File: config.mk
export PLATFORM = sky130hd
export DESIGN_NAME = pgbc_port6
export DESIGN_NICKNAME = d
export VERILOG_FILES = /design/src/hw/pgbc_pkg.sv /design/src/hw/pgbc_port6.sv /design/src/hw/pgbc_sync2.sv
export SDC_FILE = /design/constraint.sdc
export NUM_CORES = 1
export LEC_CHECK = 0
export BUFFER_PORTS_ARGS = -buffer_cell sky130_fd_sc_hd__buf_2
export CORE_ASPECT_RATIO = 0.5
export CORE_MARGIN = 10
export CORE_UTILIZATION = 48
export CTS_BUF_LIST = sky130_fd_sc_hd__clkbuf_16
export DETAILED_ROUTE_END_ITERATION = 16
export PLACE_DENSITY = 0.81
export SLEW_MARGIN = 40
export SYNTH_ARGS = -nofsm -noshare
export SYNTH_HDL_FRONTEND = slang
export SYNTH_HIERARCHICAL = 1
export SYNTH_SLANG_ARGS = --single-unit
File: constraint.sdc
create_clock -name CLOCK -period 2 [get_ports CLOCK]
set_clock_uncertainty 0.15 [all_clocks]
set_input_delay 0 -clock CLOCK [delete_from_list [all_inputs] [get_ports CLOCK]]
set_output_delay 0 -clock CLOCK [all_outputs]
set_load 0.02 [all_outputs]
File: src/hw/pgbc_pkg.sv
// shared constants for the four-pin port with bus control strobes
package pgbc_pkg;

   // ***************************************************************
   // register map
   // ***************************************************************
   // printed offsets are not word aligned, so they are kept as indexes
   localparam int          PGBC_ADDR_W        = 18;          // byte address width
   localparam logic [15:0] PGBC_IDX_DIRECTION = 16'hffc9;    // direction register index
   localparam logic [15:0] PGBC_IDX_DATA      = 16'hffcb;    // data register index
   localparam logic [17:0] PGBC_ADDR_DIRECTION = {PGBC_IDX_DIRECTION, 2'b00};
   localparam logic [17:0] PGBC_ADDR_DATA      = {PGBC_IDX_DATA, 2'b00};

   // ***************************************************************
   // reset and initial values
   // ***************************************************************
   localparam logic [7:0]  PGBC_DIR_RESET     = 8'h80;       // value under async reset
   localparam logic [7:0]  PGBC_DIR_INIT_EXP  = 8'hf8;       // expanded modes
   localparam logic [7:0]  PGBC_DIR_INIT_SGL  = 8'h80;       // single-chip modes
   localparam logic [7:0]  PGBC_DATA_RESET    = 8'h80;       // data register
   localparam logic [7:0]  PGBC_DIR_READ      = 8'hff;       // direction reads as ones
   localparam logic [7:0]  PGBC_FIXED_MASK    = 8'h80;       // bit 7 fixed at one
   localparam logic [7:0]  PGBC_PIN_MASK      = 8'h39;       // bits 5, 4, 3, 0 are pins

   // ***************************************************************
   // field positions
   // ***************************************************************
   localparam int          PGBC_BIT_PIN0      = 0;           // generic / wait pin
   localparam int          PGBC_BIT_PIN3      = 3;           // address strobe pin
   localparam int          PGBC_BIT_PIN4      = 4;           // read strobe pin
   localparam int          PGBC_BIT_PIN5      = 5;           // write strobe pin

   // ***************************************************************
   // modes and timing
   // ***************************************************************
   localparam logic [2:0]  PGBC_MODE_1        = 3'h1;        // expanded
   localparam logic [2:0]  PGBC_MODE_3        = 3'h3;        // expanded
   localparam logic [2:0]  PGBC_MODE_5        = 3'h5;        // expanded
   localparam logic [1:0]  PGBC_INIT_CYCLES   = 2'h3;        // edges before mode load
   localparam logic [1:0]  PGBC_RESP_OKAY     = 2'h0;        // axi okay
   localparam logic [1:0]  PGBC_RESP_SLVERR   = 2'h2;        // axi slave error

   // bus slave write state
   typedef enum logic [1:0] {PGBC_W_IDLE, PGBC_W_RESP} pgbc_wstate_type;

endpackage

File: src/hw/pgbc_port6.sv
// four-pin port shared with bus strobes, with axi4-lite register access
`timescale 1ns/1ps

module pgbc_port6
   import pgbc_pkg::*;
(
   input  wire logic                   CLOCK,
   input  wire logic                   RESET_N,
   // operating mode pins and standby controls
   input  wire logic [2:0]             MODE,
   input  wire logic                   HW_STANDBY_N,
   input  wire logic                   SW_STANDBY,
   // strobes from the bus controller, same clock
   input  wire logic                   BUS_WR_N,
   input  wire logic                   BUS_RD_N,
   input  wire logic                   ADDR_STROBE_N,
   output logic                        BUS_WAIT_N,
   // port pins: index 0 = pin 0, 1 = pin 3, 2 = pin 4, 3 = pin 5
   input  wire logic [3:0]             PORT_IN,
   output logic      [3:0]             PORT_OUT,
   output logic      [3:0]             PORT_OE,
   // axi4-lite slave
   input  wire logic [PGBC_ADDR_W-1:0] AWADDR,
   input  wire logic                   AWVALID,
   output logic                        AWREADY,
   input  wire logic [31:0]            WDATA,
   input  wire logic [3:0]             WSTRB,
   input  wire logic                   WVALID,
   output logic                        WREADY,
   output logic      [1:0]             BRESP,
   output logic                        BVALID,
   input  wire logic                   BREADY,
   input  wire logic [PGBC_ADDR_W-1:0] ARADDR,
   input  wire logic                   ARVALID,
   output logic                        ARREADY,
   output logic      [31:0]            RDATA,
   output logic      [1:0]             RRESP,
   output logic                        RVALID,
   input  wire logic                   RREADY
);

   // ***************************************************************
   // synchronised pin inputs
   // ***************************************************************
   logic [3:0] pin_sync;                  // port pin levels
   logic [3:0] ctl_sync;                  // mode pins and hardware standby

   pgbc_sync2 #(.WIDTH(4), .RESET_VAL(32'h0000000f)) u_pin_sync (
      .clk      (CLOCK),
      .reset_n  (RESET_N),
      .async_in (PORT_IN),
      .sync_out (pin_sync)
   );

   pgbc_sync2 #(.WIDTH(4), .RESET_VAL(32'h00000006)) u_ctl_sync (
      .clk      (CLOCK),
      .reset_n  (RESET_N),
      .async_in ({HW_STANDBY_N, MODE}),
      .sync_out (ctl_sync)
   );

   // ***************************************************************
   // mode decode
   // ***************************************************************
   wire [2:0] mode_now   = ctl_sync[2:0];          // synchronised mode
   wire       hw_standby = ~ctl_sync[3];           // hardware standby active
   wire       expanded   = (mode_now == PGBC_MODE_1) || (mode_now == PGBC_MODE_3) ||
                           (mode_now == PGBC_MODE_5);

   // ***************************************************************
   // state
   // ***************************************************************
   logic [7:0]       port6_direction_reg;   // direction register
   logic [7:0]       port6_direction_next;
   logic [7:0]       port6_output_data_reg; // data register
   logic [7:0]       port6_output_data_next;
   logic [1:0]       init_cnt_reg;          // edges since reset release
   logic             init_done_reg;         // mode-based value loaded
   logic             aw_held_reg;           // write address captured
   logic             w_held_reg;            // write data captured
   logic [PGBC_ADDR_W-1:0] aw_addr_reg;     // captured write address
   logic [7:0]       w_data_reg;            // captured write byte
   logic             w_lane_reg;            // byte lane 0 enabled
   pgbc_wstate_type  wstate_reg;            // write response state

   // ***************************************************************
   // initialisation sequencing
   // ***************************************************************
   // wait for synchronised mode pins before picking the initial value
   wire init_load = !init_done_reg && (init_cnt_reg == PGBC_INIT_CYCLES);
   wire [7:0] dir_init = expanded ? PGBC_DIR_INIT_EXP : PGBC_DIR_INIT_SGL;
   // bus is held off until initialised and outside any standby
   wire bus_open = init_done_reg && !hw_standby && !SW_STANDBY;

   // ***************************************************************
   // write channel decode
   // ***************************************************************
   wire aw_take   = AWVALID && AWREADY;
   wire w_take    = WVALID && WREADY;
   wire do_write  = aw_held_reg && w_held_reg && (wstate_reg == PGBC_W_IDLE);
   wire wr_dir    = (aw_addr_reg[PGBC_ADDR_W-1:2] == PGBC_IDX_DIRECTION);
   wire wr_data   = (aw_addr_reg[PGBC_ADDR_W-1:2] == PGBC_IDX_DATA);
   wire wr_mapped = wr_dir || wr_data;
   wire wr_go     = do_write && w_lane_reg;
   // reserved direction bits stored, pin logic ignores them
   wire [7:0] dir_wr_val  = (w_data_reg & ~PGBC_FIXED_MASK) | PGBC_FIXED_MASK;
   // bit 7 of data ignores writes
   wire [7:0] data_wr_val = (w_data_reg & ~PGBC_FIXED_MASK) | PGBC_FIXED_MASK;

   // ***************************************************************
   // register next values
   // ***************************************************************
   always_comb begin
      port6_direction_next   = port6_direction_reg;
      port6_output_data_next = port6_output_data_reg;
      if (hw_standby) begin
         port6_direction_next   = PGBC_DIR_RESET;
         port6_output_data_next = PGBC_DATA_RESET;
      end else if (init_load) begin
         port6_direction_next   = dir_init;
      end else if (wr_go && wr_dir) begin
         port6_direction_next   = dir_wr_val;
      end else if (wr_go && wr_data) begin
         port6_output_data_next = data_wr_val;
      end
   end

   // ***************************************************************
   // register file
   // ***************************************************************
   // software standby keeps contents, no load path
   always_ff @(posedge CLOCK or negedge RESET_N) begin
      if (!RESET_N) begin
         port6_direction_reg   <= PGBC_DIR_RESET;
         port6_output_data_reg <= PGBC_DATA_RESET;
      end else begin
         port6_direction_reg   <= port6_direction_next;
         port6_output_data_reg <= port6_output_data_next;
      end
   end

   // init counter, restarted by hardware standby
   always_ff @(posedge CLOCK or negedge RESET_N) begin
      if (!RESET_N) begin
         init_cnt_reg  <= 2'h0;
         init_done_reg <= 1'b0;
      end else if (hw_standby) begin
         init_cnt_reg  <= 2'h0;
         init_done_reg <= 1'b0;
      end else if (!init_done_reg) begin
         init_cnt_reg  <= init_cnt_reg + 2'h1;
         init_done_reg <= init_load;
      end
   end

   // ***************************************************************
   // axi write channels
   // ***************************************************************
   always_ff @(posedge CLOCK or negedge RESET_N) begin
      if (!RESET_N) begin
         aw_held_reg <= 1'b0;
         w_held_reg  <= 1'b0;
         aw_addr_reg <= '0;
         w_data_reg  <= 8'h00;
         w_lane_reg  <= 1'b0;
         wstate_reg  <= PGBC_W_IDLE;
         AWREADY     <= 1'b0;
         WREADY      <= 1'b0;
         BVALID      <= 1'b0;
         BRESP       <= PGBC_RESP_OKAY;
      end else begin
         // address capture
         if (aw_take) begin
            aw_held_reg <= 1'b1;
            aw_addr_reg <= AWADDR;
         end else if (do_write) begin
            aw_held_reg <= 1'b0;
         end
         // data capture
         if (w_take) begin
            w_held_reg <= 1'b1;
            w_data_reg <= WDATA[7:0];
            w_lane_reg <= WSTRB[0];
         end else if (do_write) begin
            w_held_reg <= 1'b0;
         end
         // ready only while the slot is free
         AWREADY <= bus_open && !aw_held_reg && !aw_take && (wstate_reg == PGBC_W_IDLE);
         WREADY  <= bus_open && !w_held_reg && !w_take && (wstate_reg == PGBC_W_IDLE);
         case (wstate_reg)
            PGBC_W_IDLE: begin
               if (do_write) begin
                  BVALID     <= 1'b1;
                  BRESP      <= wr_mapped ? PGBC_RESP_OKAY : PGBC_RESP_SLVERR;
                  wstate_reg <= PGBC_W_RESP;
               end
            end
            PGBC_W_RESP: begin
               if (BREADY) begin
                  BVALID     <= 1'b0;
                  wstate_reg <= PGBC_W_IDLE;
               end
            end
            default: begin
               BVALID     <= 1'b0;
               wstate_reg <= PGBC_W_IDLE;
            end
         endcase
      end
   end

   // ***************************************************************
   // read value assembly
   // ***************************************************************
   // pin levels placed at their register bit positions
   // reserved positions carry no pin
   wire [7:0] pin_bits = {2'b00, pin_sync[3], pin_sync[2], pin_sync[1], 2'b00, pin_sync[0]};
   // pin bits: stored data if output, else pin level
   wire [7:0] pin_read = (port6_direction_reg & port6_output_data_reg) |
                         (~port6_direction_reg & pin_bits);
   // reserved bits: stored data if set, else one
   wire [7:0] rsv_read = (port6_direction_reg & port6_output_data_reg) |
                         ~port6_direction_reg;
   wire [7:0] data_read = (pin_read & PGBC_PIN_MASK) | (rsv_read & ~PGBC_PIN_MASK) |
                          PGBC_FIXED_MASK;
   wire       rd_dir    = (ARADDR[PGBC_ADDR_W-1:2] == PGBC_IDX_DIRECTION);
   wire       rd_data   = (ARADDR[PGBC_ADDR_W-1:2] == PGBC_IDX_DATA);
   wire       ar_take   = ARVALID && ARREADY;
   // direction register is write-only, reads ones
   wire [7:0] rd_byte   = rd_dir ? PGBC_DIR_READ : (rd_data ? data_read : 8'h00);

   // ***************************************************************
   // axi read channels
   // ***************************************************************
   always_ff @(posedge CLOCK or negedge RESET_N) begin
      if (!RESET_N) begin
         ARREADY <= 1'b0;
         RVALID  <= 1'b0;
         RDATA   <= 32'h00000000;
         RRESP   <= PGBC_RESP_OKAY;
      end else begin
         if (ar_take) begin
            RVALID <= 1'b1;
            RDATA  <= {24'h000000, rd_byte};
            RRESP  <= (rd_dir || rd_data) ? PGBC_RESP_OKAY : PGBC_RESP_SLVERR;
         end else if (RVALID && RREADY) begin
            RVALID <= 1'b0;
         end
         ARREADY <= bus_open && !ar_take && !(RVALID && !RREADY);
      end
   end

   // ***************************************************************
   // pin drive selection
   // ***************************************************************
   // direction bit one makes the pin an output
   wire [3:0] gen_oe  = {port6_direction_reg[PGBC_BIT_PIN5], port6_direction_reg[PGBC_BIT_PIN4],
                         port6_direction_reg[PGBC_BIT_PIN3], port6_direction_reg[PGBC_BIT_PIN0]};
   wire [3:0] gen_out = {port6_output_data_reg[PGBC_BIT_PIN5],
                         port6_output_data_reg[PGBC_BIT_PIN4],
                         port6_output_data_reg[PGBC_BIT_PIN3],
                         port6_output_data_reg[PGBC_BIT_PIN0]};
   // strobes on pins 5..3 in expanded modes
   wire [3:0] exp_out = {BUS_WR_N, BUS_RD_N, ADDR_STROBE_N, gen_out[0]};
   // pin 0 output only if its direction bit is set
   wire [3:0] exp_oe  = {3'b111, gen_oe[0]};
   wire [3:0] sel_out = expanded ? exp_out : gen_out;
   wire [3:0] sel_oe  = expanded ? exp_oe : gen_oe;
   // wait input taken from pin 0 when it is an input
   wire       wait_next = !(expanded && !gen_oe[0] && !pin_sync[0]);

   // ***************************************************************
   // pin output flops
   // ***************************************************************
   // four pins driven from flops
   always_ff @(posedge CLOCK or negedge RESET_N) begin
      if (!RESET_N) begin
         PORT_OUT   <= 4'h0;
         PORT_OE    <= 4'h0;
         BUS_WAIT_N <= 1'b1;
      end else if (hw_standby) begin
         // hardware standby floats every pin
         PORT_OUT   <= 4'h0;
         PORT_OE    <= 4'h0;
         BUS_WAIT_N <= 1'b1;
      end else if (SW_STANDBY) begin
         // output pins hold their state in software standby
         PORT_OUT   <= PORT_OUT;
         PORT_OE    <= PORT_OE;
         BUS_WAIT_N <= 1'b1;
      end else begin
         PORT_OUT   <= sel_out;
         PORT_OE    <= sel_oe;
         BUS_WAIT_N <= wait_next;
      end
   end

endmodule

File: src/hw/pgbc_sync2.sv
// two flip-flop synchroniser for asynchronous pin levels
`timescale 1ns/1ps

module pgbc_sync2 #(
   parameter int          WIDTH     = 1,
   parameter logic [31:0] RESET_VAL = 32'h0
) (
   input  wire logic             clk,
   input  wire logic             reset_n,
   input  wire logic [WIDTH-1:0] async_in,
   output logic      [WIDTH-1:0] sync_out
);

   // first stage, read only by the second stage
   logic [WIDTH-1:0] meta_reg;

   // ***************************************************************
   // two stage capture
   // ***************************************************************
   always_ff @(posedge clk or negedge reset_n) begin
      if (!reset_n) begin
         meta_reg <= RESET_VAL[WIDTH-1:0];
         sync_out <= RESET_VAL[WIDTH-1:0];
      end else begin
         meta_reg <= async_in;
         sync_out <= meta_reg;
      end
   end

endmodule

==> results.toml, run 1 <==
[synth]
yosys-mux-area-fraction = 0.104
synth.top_cell.area_share = 0.490
synth_top_family_by_area = "simple AND/OR/NAND/NOR gates"
synthXorXnorAreaFrac = 0.00245
avgSynthCellArea_sq_um = 12.5
synth.cell_area_sq_mm = 0.00357
syn_inst = 285
ys_seq_area_frac = 0.586
yosys.cell_types.count = 42
synth_top_area_cell = "sky130_fd_sc_hd__dfrtp_1"
postSynthRegisterBits = 83
synthAdderAreaFrac = 0.00350
ys_top_cells_by_area = "sky130_fd_sc_hd__dfrtp_1, sky130_fd_sc_hd__dfstp_2, sky130_fd_sc_hd__mux2_2, sky130_fd_sc_hd__buf_4, sky130_fd_sc_hd__mux2i_1"
synth-simple-area-share = 0.115
synth-compound-area-share = 0.104
yosys_warnings = 6

[layout]
finish.instance_area_sq_mm = 0.00474
layout.cells.most_common = "sky130_fd_sc_hd__buf_2"
final_cell_mix = "sky130_fd_sc_hd__buf_2, sky130_fd_sc_hd__dfrtp_1, sky130_fd_sc_hd__dlygate4sd3_1, sky130_fd_sc_hd__conb_1, sky130_fd_sc_hd__mux2_2"
antenna-diode-count = 0
layout.core_utilization = 0.650
multiInputGateArea_sq_mm = 0.00127
finalNetCount = 508
finish.cell_count_without_fillers = 517
drive_above_1_share = 0.352
final.fill_count = 534
largest_register_ff_count = 16
area_growth_pct = 32.7
final-seq-area_sq_mm = 0.00209

[timing]
setup-tns-final_ps = 0
finalSetupViolations = 0
final_period_minus_worst_setup_slack_ps = 1900
timing_hold_violations_final = 0
min_period_over_period = 0.950
grt_setup_unrepaired = "no"
final_max_slew_viol_count = 0
finalHoldWorstSlack_ps = 21.2
clock.fmax_ghz = 0.526

[run]
maxCapViolCount = 0

[placement]
placement.io_buffers = 82
gp_congestion = 0.780
dp_hpwl_mm = 5.89
post-place-cells = 457
placed_cell_area_sq_mm = 0.00399

[cts]
cts_inserted_buffers = 9
cts_tree = "done"
clock_sink_count = 83
cts.htree.levels = 3
cts_resized = 0
cts_root_buffer = "sky130_fd_sc_hd__clkbuf_16"
clock_transition_at_the_register_clock_pins_on_the_worst_setup_and_hold_paths_after_cts_ps = 60
cts_buffer_depth = 2
worstSkewPairLatency_ps = 340

[floorplan]
dieWidth_microns = 142
ioPinCount = 141
die-area_sq_mm = 0.0115
die_height_microns = 81.0
core_rows = 22
floorplan.core_area_sq_mm = 0.00729
initial_core_util = 0.490

[hold_path]
number_of_stages_on_the_worst_hold_path = 3
hold-path-endpoint = "w_held_reg"
class_of_the_tightest_hold_or_removal_check = "primary input to register"
holdCritStartpoint = "WVALID"

[setup_path]
regToRegEndpoint = "port6_direction_reg[5]"
worst-endpoint-arrival_ps = 1950
start_kind = "register"
critical_path_required_ps = 2050
r2r_setup_slack_ps = 100
worstSetupEndpointType = "register"
category_of_the_critical_setup_timing_path = "register to register"
r2r.worst_path.cells = 4
crit_fanout = 14
critical_path.reg2reg.startpoint = "aw_addr_reg[6]"

[route]
dr.first_iter.drc_count = 120
avgViaCountPerCell = 5.08
first_pass_iters = 6
wl_mm = 8.44
route.detailed.drc = 0
route.antenna.remaining_nets = 0
wire_per_inst_microns = 16.3
detailroute.via_count = 2627

[grt]
pin_count_of_the_biggest_net_entering_global_routing = 61
antenna_found_initial = 0
track_usage = 0.150
wire_length_of_the_first_global_routing_pass_mm = 13.9
via_count_of_the_first_global_routing_pass = 2764
grt_overflow_total = 0

[pwr]
max-vdd-ir-drop_v = 0.000496
cellLeakagePower_nw = 2.29
power_density_mw_per_mm2 = 997

[outcome]
result_of_the_run = "finished clean"
[cells in the mapped netlist]
cell,instances
sky130_fd_sc_hd__dfrtp_1,70
sky130_fd_sc_hd__buf_4,26
sky130_fd_sc_hd__mux2_2,24
sky130_fd_sc_hd__nand4_1,15
sky130_fd_sc_hd__a21oi_1,13
sky130_fd_sc_hd__dfstp_2,13
sky130_fd_sc_hd__o21ai_0,11
sky130_fd_sc_hd__mux2i_1,10
sky130_fd_sc_hd__nand2_1,10
sky130_fd_sc_hd__o21ai_1,9
sky130_fd_sc_hd__a21boi_1,7
sky130_fd_sc_hd__clkbuf_1,7
sky130_fd_sc_hd__inv_1,7
sky130_fd_sc_hd__nor2b_1,6
sky130_fd_sc_hd__and2_1,5
sky130_fd_sc_hd__nor2_1,5
sky130_fd_sc_hd__a211oi_1,4
sky130_fd_sc_hd__a31oi_1,4
sky130_fd_sc_hd__nand2b_1,4
sky130_fd_sc_hd__nand4b_1,4
sky130_fd_sc_hd__a311oi_1,3
sky130_fd_sc_hd__buf_6,3
sky130_fd_sc_hd__o311a_1,3
sky130_fd_sc_hd__a21o_1,2
sky130_fd_sc_hd__nand3b_1,2
sky130_fd_sc_hd__nor4b_1,2
sky130_fd_sc_hd__a21boi_2,1
sky130_fd_sc_hd__and2_2,1
sky130_fd_sc_hd__and3b_1,1
sky130_fd_sc_hd__clkbuf_4,1
sky130_fd_sc_hd__clkbuf_8,1
sky130_fd_sc_hd__conb_1,1
sky130_fd_sc_hd__ha_1,1
sky130_fd_sc_hd__nand3_1,1
sky130_fd_sc_hd__nand4bb_1,1
sky130_fd_sc_hd__nand4bb_4,1
sky130_fd_sc_hd__nor4_1,1
sky130_fd_sc_hd__nor4_4,1
sky130_fd_sc_hd__o21a_1,1
sky130_fd_sc_hd__o21ai_2,1
sky130_fd_sc_hd__or4_4,1
sky130_fd_sc_hd__xnor2_1,1
[power by group]
part | switching (W) | internal, W
Clock | 0.000643 | 0.00109
Sequential | 0.000181 | 0.00197
Combinational | 0.000438 | 0.000405
[cell type report]
| class | count | area share |
|---|---|---|
| Sequential cell | 83 | 0.441 |
| Multi-Input combinational cell | 182 | 0.268 |
| Timing Repair Buffer | 133 | 0.193 |
| Clock buffer | 9 | 0.0475 |
| Tap cell | 96 | 0.0253 |
| Clock inverter | 7 | 0.0198 |
| Inverter | 7 | 0.00554 |
[kinds of logic after synthesis]
group | Yosys count
other cells | 1
xor+xnor | 1
fa+ha+maj | 1
mux | 34
simple gates | 61
buf+inv | 45
compound gates | 59
flops | 83
[stage by stage]
step | setup WS, ps | power (W)
global placement | 178 | 0.00292
CTS | 112 | 0.00477
floorplan | 262 | 0.00269
global route | 13.2 | 0.00495
detailed placement | 122 | 0.00296
finish | 99.8 | 0.00473
[how the worst max path moves through the flow]
stage                              start                  endpoint  depth (start not counted)
after floorplan           aw_addr_reg[6]  port6_output_data_reg[1]                          5
after global placement    aw_addr_reg[6]    port6_direction_reg[5]                          4
after detailed placement  aw_addr_reg[6]    port6_direction_reg[3]                          4
after CTS                 aw_addr_reg[6]    port6_direction_reg[3]                          4
after global routing      aw_addr_reg[6]    port6_direction_reg[4]                          4
final                     aw_addr_reg[6]    port6_direction_reg[5]                          4
[critical path: stages (launching register included)]
cell	delay (ps)
sky130_fd_sc_hd__dfrtp_1	380
sky130_fd_sc_hd__nand4bb_4	250
sky130_fd_sc_hd__or4_4	640
sky130_fd_sc_hd__o21ai_0	230
sky130_fd_sc_hd__a31oi_1	110
[metal layers]
layer  wire length, microns  track usage
met5                      0            0
met4                    146       0.0609
met3                    691       0.0530
met2                   4280        0.262
met1                   3330        0.168
[what timing repair did]
item / in CTS / in global routing
endpoints found under the setup margin: 0 / 0
hold buffers: 44 / 0
endpoints found under the hold margin: 125 / 0
buffers inserted: 0 / 0
(Power assumes the default switching activity.)
==> inputs of run 2 (changes only) <==
--- a/config.mk
+++ b/config.mk
@@ -15,5 +15,4 @@
 export SLEW_MARGIN = 40
 export SYNTH_ARGS = -nofsm -noshare
 export SYNTH_HDL_FRONTEND = slang
-export SYNTH_HIERARCHICAL = 1
 export SYNTH_SLANG_ARGS = --single-unit
==> results.toml, run 2 <==
[placement]
placed_cell_area_sq_mm = 0.00400
placement.io_buffers = 82
dp_hpwl_mm = 5.91
gp_congestion = 0.799

[setup_path]
crit_fanout = 11
r2r_setup_slack_ps = 110
start_kind = "register"
r2r.worst_path.cells = 4
worst-endpoint-arrival_ps = 2010
regToRegEndpoint = "port6_direction_reg[5]"
worstSetupEndpointType = "register"
critical_path_required_ps = 2120
critical_path.reg2reg.startpoint = "aw_addr_reg[6]"
category_of_the_critical_setup_timing_path = "register to register"

[layout]
final_cell_mix = "sky130_fd_sc_hd__buf_2, sky130_fd_sc_hd__dfrtp_1, sky130_fd_sc_hd__dlygate4sd3_1, sky130_fd_sc_hd__mux2_2, sky130_fd_sc_hd__conb_1"
layout.cells.most_common = "sky130_fd_sc_hd__buf_2"
finalNetCount = 513
multiInputGateArea_sq_mm = 0.00128
final-seq-area_sq_mm = 0.00209
area_growth_pct = 34.3
final.fill_count = 548
finish.instance_area_sq_mm = 0.00476
antenna-diode-count = 0
largest_register_ff_count = 16
drive_above_1_share = 0.373

[floorplan]
die_height_microns = 80.8
ioPinCount = 141
core_rows = 22
dieWidth_microns = 142
die-area_sq_mm = 0.0114
initial_core_util = 0.489
floorplan.core_area_sq_mm = 0.00724

[grt]
fraction_of_met1_tracks_used_by_global_routing = 0.166
grt_overflow_total = 0
pin_count_of_the_biggest_net_entering_global_routing = 43
antenna_found_initial = 0
global_route_met3_usage = 0.0559
via_count_of_the_first_global_routing_pass = 2806
wire_length_of_the_first_global_routing_pass_mm = 13.5
global_route.usage.met2 = 0.246
track_usage = 0.146
grt-busiest-layer = "met2"

[synth]
synth.top_cell.area_share = 0.494
ys_dominant_reg_cell = "sky130_fd_sc_hd__dfrtp_1"
synth.cell_area_sq_mm = 0.00354
avgSynthCellArea_sq_um = 12.3
synth_common_cells = "sky130_fd_sc_hd__dfrtp_1, sky130_fd_sc_hd__mux2_2, sky130_fd_sc_hd__buf_4"
synth_top_area_cell = "sky130_fd_sc_hd__dfrtp_1"
postSynthRegisterBits = 83
most_frequently_used_cell_type_in_the_post_synthesis_netlist = "sky130_fd_sc_hd__dfrtp_1"
number_of_synthesized_flops_with_an_enable_pin = 0
ys_top_cells_by_area = "sky130_fd_sc_hd__dfrtp_1, sky130_fd_sc_hd__mux2_2, sky130_fd_sc_hd__dfstp_2, sky130_fd_sc_hd__buf_4, sky130_fd_sc_hd__nor2_1"
yosys.cell_types.count = 43
syn_inst = 287
asyncSetResetFlopFracSynth = 1.00
yosys_warnings = 0
ys_seq_area_frac = 0.591

[cts]
cts.htree.levels = 3
post-cts-setup-buffer-count = 0
worstSkewPairLatency_ps = 330
cts_hold_buffers = 43
cts_buffer_depth = 2
cts_tree = "done"
cts_root_buffer = "sky130_fd_sc_hd__clkbuf_16"
clock_transition_at_the_register_clock_pins_on_the_worst_setup_and_hold_paths_after_cts_ps = 60
cts_inserted_buffers = 9
clock_sink_count = 83
cts_resized = 0

[timing]
grt_setup_unrepaired = "no"
timing_hold_violations_final = 0
final_max_slew_viol_count = 0
worst_slew_pin_slew_ps = 521
setup-tns-final_ps = 0
finalSetupViolations = 0
worst_slew_margin = 0.652
final_period_minus_worst_setup_slack_ps = 1890
clock.fmax_ghz = 0.529
finalHoldWorstSlack_ps = 35.4
min_period_over_period = 0.944

[route]
detailroute.via_count = 2625
wire_per_inst_microns = 16.0
wl_mm = 8.33
avgViaCountPerCell = 5.03
first_pass_iters = 4
dr.first_iter.drc_count = 189
route.antenna.remaining_nets = 0
route.detailed.drc = 0

[outcome]
result_of_the_run = "finished clean"

[pwr]
power_density_mw_per_mm2 = 1030
cellLeakagePower_nw = 2.36
max-vdd-ir-drop_v = 0.000658

[hold_path]
class_of_the_tightest_hold_or_removal_check = "primary input to asynchronous set/reset pin"

[run]
maxCapViolCount = 0
run 2: changes by cell type in the layout (fill, tap and decap cells not counted), sizes merged, moves of 4 or more:
| cell | before | now |
|---|---|---|
| o22ai | 0 | 6 |
| nand4 | 15 | 11 |
| a21boi | 8 | 1 |
| nor3 | 0 | 6 |
| mux2 | 24 | 31 |
| o21ai | 21 | 16 |
| nor2 | 5 | 21 |
| inv | 8 | 4 |
| a311o | 0 | 4 |
| nand3 | 1 | 10 |
| mux2i | 10 | 6 |
| a211oi | 4 | 0 |
| a31oi | 4 | 0 |
run 2: cell families (layout without fill, tap and decap cells):
kind of cell,Yosys count,in the layout,synth area share
buffers and inverters,41,155,0.0745
DFF,83,83,0.591
muxes,37,37,0.115
and+or+nand+nor,80,80,0.140
other,1,26,0.00106
xor gates and xnor gates,1,1,0.00247
adders and majority gates,1,1,0.00353
AOI/OAI and AO/OA,43,43,0.0720
run 2: worst max-delay path by stage:
stage / start / to / slack, ps / depth (start not counted)
6_report: aw_addr_reg[6] / port6_direction_reg[5] / 110 / 4
3_3_place_gp: aw_addr_reg[6] / port6_direction_reg[5] / 160 / 4
4_1_cts: aw_addr_reg[6] / port6_direction_reg[5] / 110 / 4
5_1_grt: aw_addr_reg[6] / port6_direction_reg[5] / 50 / 4
2_1_floorplan: BVALID / port6_direction_reg[3] / 210 / 4
3_5_place_dp: aw_addr_reg[6] / port6_direction_reg[5] / 130 / 4
run 2: cell type report:
class	instances	share of cell area
sequential	83	0.440
multi-input combinational	188	0.269
timing repair buffer	135	0.193
tap	96	0.0252
clock inverter	7	0.0226
clock buffer	9	0.0473
inverter	4	0.00315
run 2: routing by layer:
metal	vias up	wire, microns
met5	-	0
met4	0	92
met3	8	653
met2	91	4200
met1	1284	3390
li1	1242	-
run 2: through the flow:
stage / utilization / std cells / power (W) / setup slack, ps
floorplan: - / 312 / 0.00273 / 214
global placement: 0.552 / 463 / 0.00298 / 159
detailed placement: 0.552 / 463 / 0.00303 / 130
CTS: 0.657 / 522 / 0.00492 / 112
global route: 0.657 / 522 / 0.00511 / 51.9
finish: 0.657 / 522 / 0.00488 / 111
run 2: worst max-delay path: stages (launching register included):
cell and delay, ps:
sky130_fd_sc_hd__dfrtp_1 370, sky130_fd_sc_hd__nand4bb_4 240, sky130_fd_sc_hd__or4_4 640, sky130_fd_sc_hd__nor2_2 230, sky130_fd_sc_hd__a311o_2 190
run 2: where the power goes:
part | leakage, nW | total [W] | internal (W) | switching, W
registers | 1.08 | 0.00219 | 0.00198 | 0.000205
logic | 1.12 | 0.000868 | 0.000414 | 0.000454
clock network | 0.168 | 0.00182 | 0.00121 | 0.000618
